**config.mk**
```make
export PLATFORM = sky130hd
export DESIGN_NAME = wdta_top
export DESIGN_NICKNAME = d
export VERILOG_FILES = /design/src/verilog/wdta_pkg.sv /design/src/verilog/wdta_top.sv /design/src/verilog/wdta_counter.sv
export VERILOG_INCLUDE_DIRS = /design/src /design/src/verilog
export SDC_FILE = /design/constraint.sdc
export NUM_CORES = 1
export LEC_CHECK = 0
export ABC_AREA = 1
export BUFFER_PORTS_ARGS = -buffer_cell sky130_fd_sc_hd__buf_2
export CORE_ASPECT_RATIO = 0.8
export CORE_UTILIZATION = 58
export CTS_CLUSTER_DIAMETER = 80
export DETAILED_ROUTE_END_ITERATION = 6
export GPL_TIMING_DRIVEN = 1
export MAX_ROUTING_LAYER = met4
export PLACE_DENSITY = 0.78
export REMOVE_ABC_BUFFERS = 1
export SLEW_MARGIN = 20
export SYNTH_ARGS = -nofsm -noshare
export SYNTH_HDL_FRONTEND = slang
export SYNTH_SLANG_ARGS = --single-unit
```
**constraint.sdc**
```tcl
create_clock -name clk -period 3.4 [get_ports clk]
set_clock_uncertainty 0.15 [all_clocks]
set_input_delay 0 -clock clk [delete_from_list [all_inputs] [get_ports clk]]
set_output_delay 0 -clock clk [all_outputs]
set_load 0.01 [all_outputs]
```
**src/verilog/wdta_regs.svh**
```systemverilog
/*
  register offsets, field positions, reset values and timing counts of the
  watchdog with timed-access gate.
  assumes an 8-bit special function register bus with byte addresses.
*/
`ifndef WDTA_REGS_SVH
`define WDTA_REGS_SVH

// register addresses on the special function register bus
`define WDTA_ADDR_CLOCK_CONTROL   8'h8E
`define WDTA_ADDR_EXT_IRQ_FLAGS   8'h91
`define WDTA_ADDR_ROM_SIZE        8'hC2
`define WDTA_ADDR_TIMED_ACCESS    8'hC7
`define WDTA_ADDR_WATCHDOG_CTRL   8'hD8
`define WDTA_ADDR_EXT_IRQ_ENABLE  8'hE8

// clock control fields
`define WDTA_CKC_SEL_HI           7
`define WDTA_CKC_SEL_LO           6
`define WDTA_CKC_RATE_HI          5
`define WDTA_CKC_RATE_LO          3

// watchdog control fields
`define WDTA_WDC_POR_FLAG         6
`define WDTA_WDC_PFI_ENABLE       5
`define WDTA_WDC_PFI_FLAG         4
`define WDTA_WDC_WARN_FLAG        3
`define WDTA_WDC_RESET_FLAG       2
`define WDTA_WDC_RESET_ENABLE     1
`define WDTA_WDC_RESTART          0

// other fields
`define WDTA_EIE_WARN_IRQ_EN      4
`define WDTA_EXTENDED_INTERRUPT_FLAGS_BANDGAP         0
`define WDTA_ROM_SIZE_HI          2

// reset values
`define WDTA_RST_CLOCK_CONTROL    8'h00
`define WDTA_RST_WATCHDOG_CTRL    8'h00
`define WDTA_RST_EXT_IRQ_ENABLE   8'h00
`define WDTA_RST_EXT_IRQ_FLAGS    8'h00
`define WDTA_RST_ROM_SIZE         3'h5
`define WDTA_RD_ZERO              8'h00

// unlock keys
`define WDTA_KEY_FIRST            8'hAA
`define WDTA_KEY_SECOND           8'h55

// timing: clocks between warning and reset, window in machine cycles
`define WDTA_GAP_CLOCKS           10'h200
`define WDTA_WINDOW_MCYCLES       4'h3
`define WDTA_CLOCKS_PER_MCYCLE    4'h4

`endif

```
**src/verilog/wdta_pkg.sv**
```systemverilog
/*
  types shared by the watchdog with timed-access gate.
  assumes wdta_regs.svh supplies all numeric constants.
*/
package wdta_pkg;

  // unlock sequence state
  typedef enum logic [1:0] {
    WDTA_LOCKED   = 2'b00,  // waiting for first key
    WDTA_HALF_KEY = 2'b01,  // first key seen
    WDTA_OPEN     = 2'b10   // protected writes allowed
  } wdta_unlock_t;

endpackage

```
**src/verilog/wdta_top.sv**
```systemverilog
/*
  watchdog timer with timed-access protection of its control bits, as a
  slave of the processor's special function register bus.
  assumes one-cycle write strobes and read strobes from the core on clk,
  and that event inputs come from logic on the same clock.
*/
`timescale 1ns/100ps
`include "wdta_regs.svh"

module wdta_top #(
  parameter int WARN_LEN_0 = 131072,     // select 00
  parameter int WARN_LEN_1 = 1048576,    // select 01
  parameter int WARN_LEN_2 = 8388608,    // select 10
  parameter int WARN_LEN_3 = 67108864,   // select 11
  parameter int CW         = 27          // counter width
) (
  input  wire logic       clk,
  input  wire logic       rst_n,
  input  wire logic [7:0] sfrAddr,       // register address
  input  wire logic       sfrWrEn,       // one-cycle write strobe
  input  wire logic [7:0] sfrWrData,     // write data
  input  wire logic       sfrRdEn,       // one-cycle read strobe
  input  wire logic       powerOnEvent,  // power-on reset seen, pulse
  input  wire logic       pfiEvent,      // power-fail warning, pulse
  output logic      [7:0] sfrRdData,     // read data, one cycle later
  output logic            cpuResetReq,   // one-cycle reset request
  output logic            wdIrqReq,      // level interrupt request
  output logic            bandgapStopSel,
  output logic      [2:0] romSizeSel,
  output logic      [2:0] timerRateSel,
  output logic            pfiEnable
);

  localparam logic [7:0] WINDOW_CLOCKS = 8'(`WDTA_WINDOW_MCYCLES * `WDTA_CLOCKS_PER_MCYCLE);

  // register state
  logic [7:0] clockControl_r;            // select bits and timer rates
  logic [7:0] extIrqEnable_r;            // extended interrupt enable
  logic [7:1] extFlagsPlain_r;           // unprotected flag bits
  logic       bandgapStopSel_r;          // protected band-gap bit
  logic [2:0] internal_rom_size_r;                 // protected rom size select
  logic       wdcOther7_r;               // plain storage bit
  logic       pfiEnable_r;               // power-fail irq enable
  logic       pfiFlag_r;                 // power-fail flag
  logic       porFlag_r;                 // power-on reset flag
  logic       warnFlag_r;                // early warning flag
  logic       resetFlag_r;               // time-out reset flag
  logic       resetEnable_r;             // watchdog reset enable
  logic       restartReq_r;              // restart pulse to counter
  logic [7:0] rdData_r;                  // read data register
  logic       cpuReset_r;                // reset request register
  logic       irqReq_r;                  // interrupt request register

  // unlock gate state
  wdta_pkg::wdta_unlock_t unlock_r;
  wdta_pkg::wdta_unlock_t unlock_nxt;
  logic [7:0]             window_r;      // clocks left in open window

  // decoded strobes
  logic       wrTimed;                   // write to unlock register
  logic       wrWdc;                     // write to watchdog control
  logic       wrProtReg;                 // write to any protected reg
  logic       windowOpen;                // protected writes allowed
  logic [CW-1:0] warnLen;                // selected warning length
  logic       warnHit;
  logic       fullHit;
  logic [7:0] wdcRead;                   // assembled control value
  logic [7:0] exifRead;                  // assembled flags value

  assign wrTimed    = sfrWrEn && (sfrAddr == `WDTA_ADDR_TIMED_ACCESS);
  assign wrWdc      = sfrWrEn && (sfrAddr == `WDTA_ADDR_WATCHDOG_CTRL);
  assign wrProtReg  = wrWdc
                   || (sfrWrEn && (sfrAddr == `WDTA_ADDR_EXT_IRQ_FLAGS))
                   || (sfrWrEn && (sfrAddr == `WDTA_ADDR_ROM_SIZE));
  assign windowOpen = (unlock_r == wdta_pkg::WDTA_OPEN);

  // time-out length from the two select bits
  always_comb begin
    unique case (clockControl_r[`WDTA_CKC_SEL_HI:`WDTA_CKC_SEL_LO])
      2'b00: warnLen = CW'(WARN_LEN_0);
      2'b01: warnLen = CW'(WARN_LEN_1);
      2'b10: warnLen = CW'(WARN_LEN_2);
      2'b11: warnLen = CW'(WARN_LEN_3);
    endcase
  end

  // counter runs on the crystal clock with no enable of its own
  wdta_counter #(
    .CW      (CW)
  ) u_counter (
    .clk     (clk),
    .rst_n   (rst_n),
    .restart (restartReq_r),
    .warnLen (warnLen),
    .warnHit (warnHit),
    .fullHit (fullHit)
  );

  // unlock sequence: any stray write breaks a half-entered key
  always_comb begin
    unlock_nxt = unlock_r;
    unique case (unlock_r)
      wdta_pkg::WDTA_LOCKED: begin
        if (wrTimed && sfrWrData == `WDTA_KEY_FIRST) begin
          unlock_nxt = wdta_pkg::WDTA_HALF_KEY;
        end
      end
      wdta_pkg::WDTA_HALF_KEY: begin
        if (wrTimed && sfrWrData == `WDTA_KEY_SECOND) begin
          unlock_nxt = wdta_pkg::WDTA_OPEN;
        end else if (wrTimed && sfrWrData == `WDTA_KEY_FIRST) begin
          unlock_nxt = wdta_pkg::WDTA_HALF_KEY;
        end else if (sfrWrEn) begin
          unlock_nxt = wdta_pkg::WDTA_LOCKED;
        end
      end
      wdta_pkg::WDTA_OPEN: begin
        if (wrTimed && sfrWrData == `WDTA_KEY_FIRST) begin
          unlock_nxt = wdta_pkg::WDTA_HALF_KEY;
        end else if (wrProtReg || wrTimed) begin
          unlock_nxt = wdta_pkg::WDTA_LOCKED;
        end else if (window_r == 8'h01) begin
          unlock_nxt = wdta_pkg::WDTA_LOCKED;
        end
      end
      default: begin
        unlock_nxt = wdta_pkg::WDTA_LOCKED; // unused code recovers
      end
    endcase
  end

  // unlock state register
  always_ff @(posedge clk or negedge rst_n) begin
    if (!rst_n) begin
      unlock_r <= wdta_pkg::WDTA_LOCKED;
    end else begin
      unlock_r <= unlock_nxt;
    end
  end

  // window length counts crystal clocks of three machine cycles
  always_ff @(posedge clk or negedge rst_n) begin
    if (!rst_n) begin
      window_r <= 8'h00;
    end else if (unlock_r == wdta_pkg::WDTA_HALF_KEY
                 && unlock_nxt == wdta_pkg::WDTA_OPEN) begin
      window_r <= WINDOW_CLOCKS;
    end else if (windowOpen && window_r != 8'h00) begin
      window_r <= window_r - 8'h01;
    end
  end

  // plain read-write registers outside the protection
  always_ff @(posedge clk or negedge rst_n) begin
    if (!rst_n) begin
      clockControl_r  <= `WDTA_RST_CLOCK_CONTROL;
      extIrqEnable_r  <= `WDTA_RST_EXT_IRQ_ENABLE;
      extFlagsPlain_r <= 7'(`WDTA_RST_EXT_IRQ_FLAGS >> 1);
      wdcOther7_r     <= 1'b0;
      pfiEnable_r     <= 1'b0;
    end else begin
      if (sfrWrEn && sfrAddr == `WDTA_ADDR_CLOCK_CONTROL) begin
        clockControl_r <= sfrWrData;
      end
      if (sfrWrEn && sfrAddr == `WDTA_ADDR_EXT_IRQ_ENABLE) begin
        extIrqEnable_r <= sfrWrData;
      end
      if (sfrWrEn && sfrAddr == `WDTA_ADDR_EXT_IRQ_FLAGS) begin
        extFlagsPlain_r <= sfrWrData[7:1];
      end
      if (wrWdc) begin
        wdcOther7_r <= sfrWrData[7];
        pfiEnable_r <= sfrWrData[`WDTA_WDC_PFI_ENABLE];
      end
    end
  end

  // protected band-gap and rom size bits
  always_ff @(posedge clk or negedge rst_n) begin
    if (!rst_n) begin
      bandgapStopSel_r <= 1'b0;
      internal_rom_size_r        <= `WDTA_RST_ROM_SIZE;
    end else if (windowOpen) begin
      if (sfrWrEn && sfrAddr == `WDTA_ADDR_EXT_IRQ_FLAGS) begin
        bandgapStopSel_r <= sfrWrData[`WDTA_EXTENDED_INTERRUPT_FLAGS_BANDGAP];
      end
      if (sfrWrEn && sfrAddr == `WDTA_ADDR_ROM_SIZE) begin
        internal_rom_size_r <= sfrWrData[`WDTA_ROM_SIZE_HI:0];
      end
    end
  end

  // protected enable and restart; restart is a pulse and reads as zero
  always_ff @(posedge clk or negedge rst_n) begin
    if (!rst_n) begin
      resetEnable_r <= 1'b0;
      restartReq_r  <= 1'b0;
    end else begin
      restartReq_r <= wrWdc && windowOpen && sfrWrData[`WDTA_WDC_RESTART];
      if (wrWdc && windowOpen) begin
        resetEnable_r <= sfrWrData[`WDTA_WDC_RESET_ENABLE];
      end
    end
  end

  // warning flag: hardware set wins over a protected software write
  always_ff @(posedge clk or negedge rst_n) begin
    if (!rst_n) begin
      warnFlag_r <= 1'b0;
    end else if (warnHit) begin
      warnFlag_r <= 1'b1;
    end else if (wrWdc && windowOpen) begin
      warnFlag_r <= sfrWrData[`WDTA_WDC_WARN_FLAG];
    end
  end

  // reset flag is not protected, so software may clear it freely
  always_ff @(posedge clk or negedge rst_n) begin
    if (!rst_n) begin
      resetFlag_r <= 1'b0;
    end else if (fullHit) begin
      resetFlag_r <= 1'b1;
    end else if (wrWdc) begin
      resetFlag_r <= sfrWrData[`WDTA_WDC_RESET_FLAG];
    end
  end

  // power-on flag is protected; power-fail flag is not
  always_ff @(posedge clk or negedge rst_n) begin
    if (!rst_n) begin
      porFlag_r <= 1'b0;
      pfiFlag_r <= 1'b0;
    end else begin
      if (powerOnEvent) begin
        porFlag_r <= 1'b1;
      end else if (wrWdc && windowOpen) begin
        porFlag_r <= sfrWrData[`WDTA_WDC_POR_FLAG];
      end
      if (pfiEvent) begin
        pfiFlag_r <= 1'b1;
      end else if (wrWdc) begin
        pfiFlag_r <= sfrWrData[`WDTA_WDC_PFI_FLAG];
      end
    end
  end

  // request outputs; the interrupt is a level so it can wake a halted core
  always_ff @(posedge clk or negedge rst_n) begin
    if (!rst_n) begin
      cpuReset_r <= 1'b0;
      irqReq_r   <= 1'b0;
    end else begin
      cpuReset_r <= fullHit && resetEnable_r;
      irqReq_r   <= warnFlag_r && extIrqEnable_r[`WDTA_EIE_WARN_IRQ_EN];
    end
  end

  // read views; restart always reads zero
  assign wdcRead  = {wdcOther7_r, porFlag_r, pfiEnable_r, pfiFlag_r,
                     warnFlag_r, resetFlag_r, resetEnable_r, 1'b0};
  assign exifRead = {extFlagsPlain_r, bandgapStopSel_r};

  // registered read, unmapped and write-only addresses read zero
  always_ff @(posedge clk or negedge rst_n) begin
    if (!rst_n) begin
      rdData_r <= `WDTA_RD_ZERO;
    end else if (sfrRdEn) begin
      unique case (sfrAddr)
        `WDTA_ADDR_CLOCK_CONTROL:  rdData_r <= clockControl_r;
        `WDTA_ADDR_EXT_IRQ_FLAGS:  rdData_r <= exifRead;
        `WDTA_ADDR_ROM_SIZE:       rdData_r <= {5'h00, internal_rom_size_r};
        `WDTA_ADDR_WATCHDOG_CTRL:  rdData_r <= wdcRead;
        `WDTA_ADDR_EXT_IRQ_ENABLE: rdData_r <= extIrqEnable_r;
        default:                   rdData_r <= `WDTA_RD_ZERO;
      endcase
    end
  end

  // outputs straight from flip-flops
  assign sfrRdData      = rdData_r;
  assign cpuResetReq    = cpuReset_r;
  assign wdIrqReq       = irqReq_r;
  assign bandgapStopSel = bandgapStopSel_r;
  assign romSizeSel     = internal_rom_size_r;
  assign timerRateSel   = clockControl_r[`WDTA_CKC_RATE_HI:`WDTA_CKC_RATE_LO];
  assign pfiEnable      = pfiEnable_r;

endmodule

```
**src/verilog/wdta_counter.sv**
```systemverilog
/*
  free-running watchdog counter: warning pulse at the interrupt length,
  full time-out pulse a fixed gap later, then it wraps and keeps counting.
  assumes lengths are stable or change only between intervals.
*/
`timescale 1ns/100ps
`include "wdta_regs.svh"

module wdta_counter #(
  parameter int CW = 27                  // wide enough for 2^26 + gap
) (
  input  wire logic          clk,
  input  wire logic          rst_n,
  input  wire logic          restart,    // start a full new interval
  input  wire logic [CW-1:0] warnLen,    // clocks to the warning
  output logic               warnHit,    // one-cycle pulse
  output logic               fullHit     // one-cycle pulse
);

  logic [CW-1:0] count_r;                // clocks since interval start
  logic [CW-1:0] fullLen;                // warning plus gap

  assign fullLen = warnLen + CW'(`WDTA_GAP_CLOCKS);

  // no run enable exists: the count advances every clock
  always_ff @(posedge clk or negedge rst_n) begin
    if (!rst_n) begin
      count_r <= '0;
    end else if (restart) begin
      count_r <= '0;
    end else if (count_r == fullLen - CW'(1)) begin
      count_r <= '0;
    end else begin
      count_r <= count_r + CW'(1);
    end
  end

  // hit pulses, registered so they line up with the flag update
  always_ff @(posedge clk or negedge rst_n) begin
    if (!rst_n) begin
      warnHit <= 1'b0;
      fullHit <= 1'b0;
    end else begin
      warnHit <= !restart && (count_r == warnLen - CW'(1));
      fullHit <= !restart && (count_r == fullLen - CW'(1));
    end
  end

endmodule

```
==> results.py <==
metrics = {
    "power_and_ir_drop": {
        "p_comb_share_pct": 9.9,
        "power_frac_seq_pct": 56.3,
        "max-vdd-ir-drop_uv": 420.4,
        "p_sw_share_pct": 28.59,
        "cellPowerDensity_nw_per_um2": 366.0,
        "share_clk_of_total_power_pct": 33.8,
        "intPower_mw": 1.399,
        "power.leakage_nw": 2.603,
        "switching_power_mw": 0.5599,
    },
    "critical_path": {
        "worstPathArrival_ns": 2.38,
        "start_kind": "input port",
        "required_ns": 3.49,
        "crit_type": "input port to flip-flop",
        "critical-path-top-delay-family": "buffers and inverters",
        "regToRegSetupSlack_ns": 1.24,
        "r2r_cells": 7,
        "r2r-end": "porFlag_r",
        "slowest_delay_ns": 0.57,
        "crit_top_cell": "dlygate4sd3_1",
        "slowest_stage": "dlygate4sd3_1",
        "cp_num_cells": 7,
        "cp.buffers_inverters": 4,
        "critPathLaunch": "sfrWrEn",
        "r2r-start": "unlock_r[0]",
        "crit_end": "pfiFlag_r",
        "end_kind": "flip-flop",
        "worstPathCellList": "dlygate4sd3_1 -> buf_2 -> nand3_4 -> a21oi_1 -> dlygate4sd3_1 -> o21ai_0 -> dlygate4sd3_1",
        "crit_fanout": 10,
    },
    "finish": {
        "drive_above_1_share_pct": 15.70,
        "mostFrequentLayoutCell": "nand2_1",
        "n_antenna_cell": 0,
        "area_growth_pct": 12.73,
        "nets": 710,
        "final_cell_mix": "nand2_1, nor2_1, dfrtp_1",
        "final_cell_area_um2": 5353,
    },
    "detailed_routing": {
        "drc": 0,
        "wl_per_cell_um": 14.91,
        "wl_um": 11870,
        "vias": 4398,
        "drt-initial-drc-count": 361,
        "drt-vias-per-instance": 5.525,
        "antenna_left": 0,
        "drtPass1Iterations": 5,
    },
    "floorplan": {
        "die_y_um": 82.93,
        "die_w_um": 103.2,
        "dieArea_um2": 8555,
        "core_area_um2": 7946,
        "rows": 29,
        "io_pins": 40,
        "initial_utilization_pct": 59.75,
    },
    "timing": {
        "hold_violations": 0,
        "period_needed_ns": 2.286,
        "relSlewSlack_pct": 48.02,
        "period_share_pct": 67.24,
        "slew_violations": 0,
        "rsz0062_at_grt": "no",
        "finalSetupTns_ns": 0,
        "clock.fmax_ghz": 0.4374,
        "finalSetupViolCount": 0,
        "tightest_slew_ns": 0.7798,
    },
    "clock_tree": {
        "numClockSinks": 84,
        "clk_path_buf_depth": 2,
        "cts_buffers": 9,
        "cts_tree": "done",
        "h-tree-depth": 3,
        "clkSlewWorstSetupHoldPaths_ns": 0.10,
        "cts_resized": 0,
        "cts-root-buf": "clkbuf_8",
        "clkLatencyLatePin_ns": 0.35,
    },
    "synthesis": {
        "postSynthAreaPerCell_um2": 7.549,
        "netlist_area_um2": 4748,
        "yosysWarnings": 0,
        "ys_seq_area_share_pct": 44.32,
        "synth-seq-cells": 84,
        "yosysUniqueCellTypes": 32,
        "synth_cells": 629,
    },
    "outcome": {
        "outcome": "finished clean",
    },
    "hold_path": {
        "hp-class": "input port to flip-flop",
        "hold_start": "sfrAddr[1]",
    },
    "global_route": {
        "grt_pass1_vias": 3965,
        "grt_pass1_wl_um": 19380,
        "grt_overflow_total": 0,
        "grt_max_degree": 85,
        "grtUsageTotal_pct": 30.47,
        "antenna_found_initial": 0,
    },
    "placement": {
        "placed_cell_area_um2": 5009,
        "routabilityCongestion": 0.9767,
        "io_buffers": 39,
        "dpl.hpwl_um": 8538,
    },
    "job": {
        "cap_viol_max_count": 0,
    },
}
[through the flow]
stage                     setup WS, ns  utilization [%]  std cells  total power [mW]  hold WS [ns]
after floorplan                  1.836                -        617             1.222       -0.4456
after global placement           1.700            63.03        764             1.295       0.06287
after detailed placement         1.637            63.03        764             1.302       0.07145
after CTS                        1.246            67.31        796             1.972      0.001263
after global routing             1.053            67.36        796             2.049       0.03127
final                            1.114            67.36        796             1.959       0.03159
[state kept, by name, indices dropped and copies added (netlist names), 2 cells and up]
signal / count
extFlagsPlain_r: 7
sfrRdData: 8
unlock_r: 2
romSizeSel: 3
clockControl_r: 8
window_r: 8
u_counter.count_r: 27
extIrqEnable_r: 8
[worst reg2reg max path, stage by stage, from the launching register on]
cell and delay (ns):
dfrtp_1 0.42, nor2_2 0.34, inv_1 0.16, nor2_2 0.14, inv_2 0.08, a21oi_1 0.12
o21ai_1 0.08, dlygate4sd3_1 0.56
[area by class of cell]
| cell class | count | area (um2) |
|---|---|---|
| Clock buffer | 9 | 123.9 |
| Clock inverter | 7 | 56.30 |
| Fill cell | 695 | 2594 |
| Inverter | 75 | 281.5 |
| Multi-Input combinational cell | 458 | 2290 |
| Sequential cell | 84 | 2105 |
| Tap cell | 108 | 135.1 |
| Timing Repair Buffer | 55 | 361.6 |
[worst min path at each step]
stage	end	slack, ns	cells after the start
final	unlock_r[1]	0.03	5
after global routing	unlock_r[1]	0.03	5
after CTS	unlock_r[1]	0.001	8
after global placement	pfiFlag_r	0.06	3
after detailed placement	pfiFlag_r	0.07	3
after floorplan	bandgapStopSel	-0.45	0
[power groups by stage]
stage,sequential (mW),clock (mW),combinational [mW]
6_report,1.10,0.662,0.193
5_1_grt,1.11,0.717,0.220
4_1_cts,1.10,0.676,0.193
3_5_place_dp,1.12,0,0.180
3_3_place_gp,1.12,0,0.175
2_1_floorplan,1.11,0,0.108
[timing repair]
item                      in CTS  in global routing
hold endpoints to repair     126                  0
buffers inserted               0                  0
hold buffers                  16                  0
[logic make-up after synthesis]
family | count (synthesis) | synth area share, %
fa+ha+maj | 5 | 1.318
compound gates | 56 | 5.982
flops | 84 | 44.32
buf+inv | 87 | 7.457
xor+xnor | 24 | 4.427
simple gates | 373 | 36.50
[cells in the mapped netlist]
library cell  instances  area, um2
nand4_1              16      100.1
nand2_4               1      11.26
a31oi_1               1      6.260
nor2_1              101      379.1
nand3b_1              1      7.510
dfstp_2               2      52.55
nand3_1              57      285.3
nand3b_4              1      20.02
a21oi_1               5      25.02
clkbuf_1              3      11.26
and2_1                2      12.51
nand3_4               2      35.03
nor3_1                5      25.02
or2_2                 1      6.260
o21ai_0              15      75.07
buf_4                 4      30.03
o21ai_1              34      170.2
inv_1                61      229.0
nor3_2                7      70.07
buf_2                 4      20.02
inv_2                14      52.55
o21bai_1              1      7.510
nand3_2               3      30.03
nand2_1             154      578.1
nor2_4                7      78.83
nor2_2                7      43.79
ha_1                  5      62.56
nand2_2               8      50.05
dfrtp_1              82       2052
xor2_1               21      183.9
buf_6                 1      11.26
xnor2_1               3      26.28
[routing by layer]
| metal | track usage (%) | part of all wire (%) | vias to the layer above |
|---|---|---|---|
| li1 | - | - | 2113 |
| met1 | 46.15 | 46 | 2048 |
| met2 | 42.30 | 44 | 212 |
| met3 | 5.051 | 8.2 | 25 |
| met4 | 8.195 | 1.8 | 0 |
| met5 | - | 0 | - |
(Power assumes the default switching activity.)
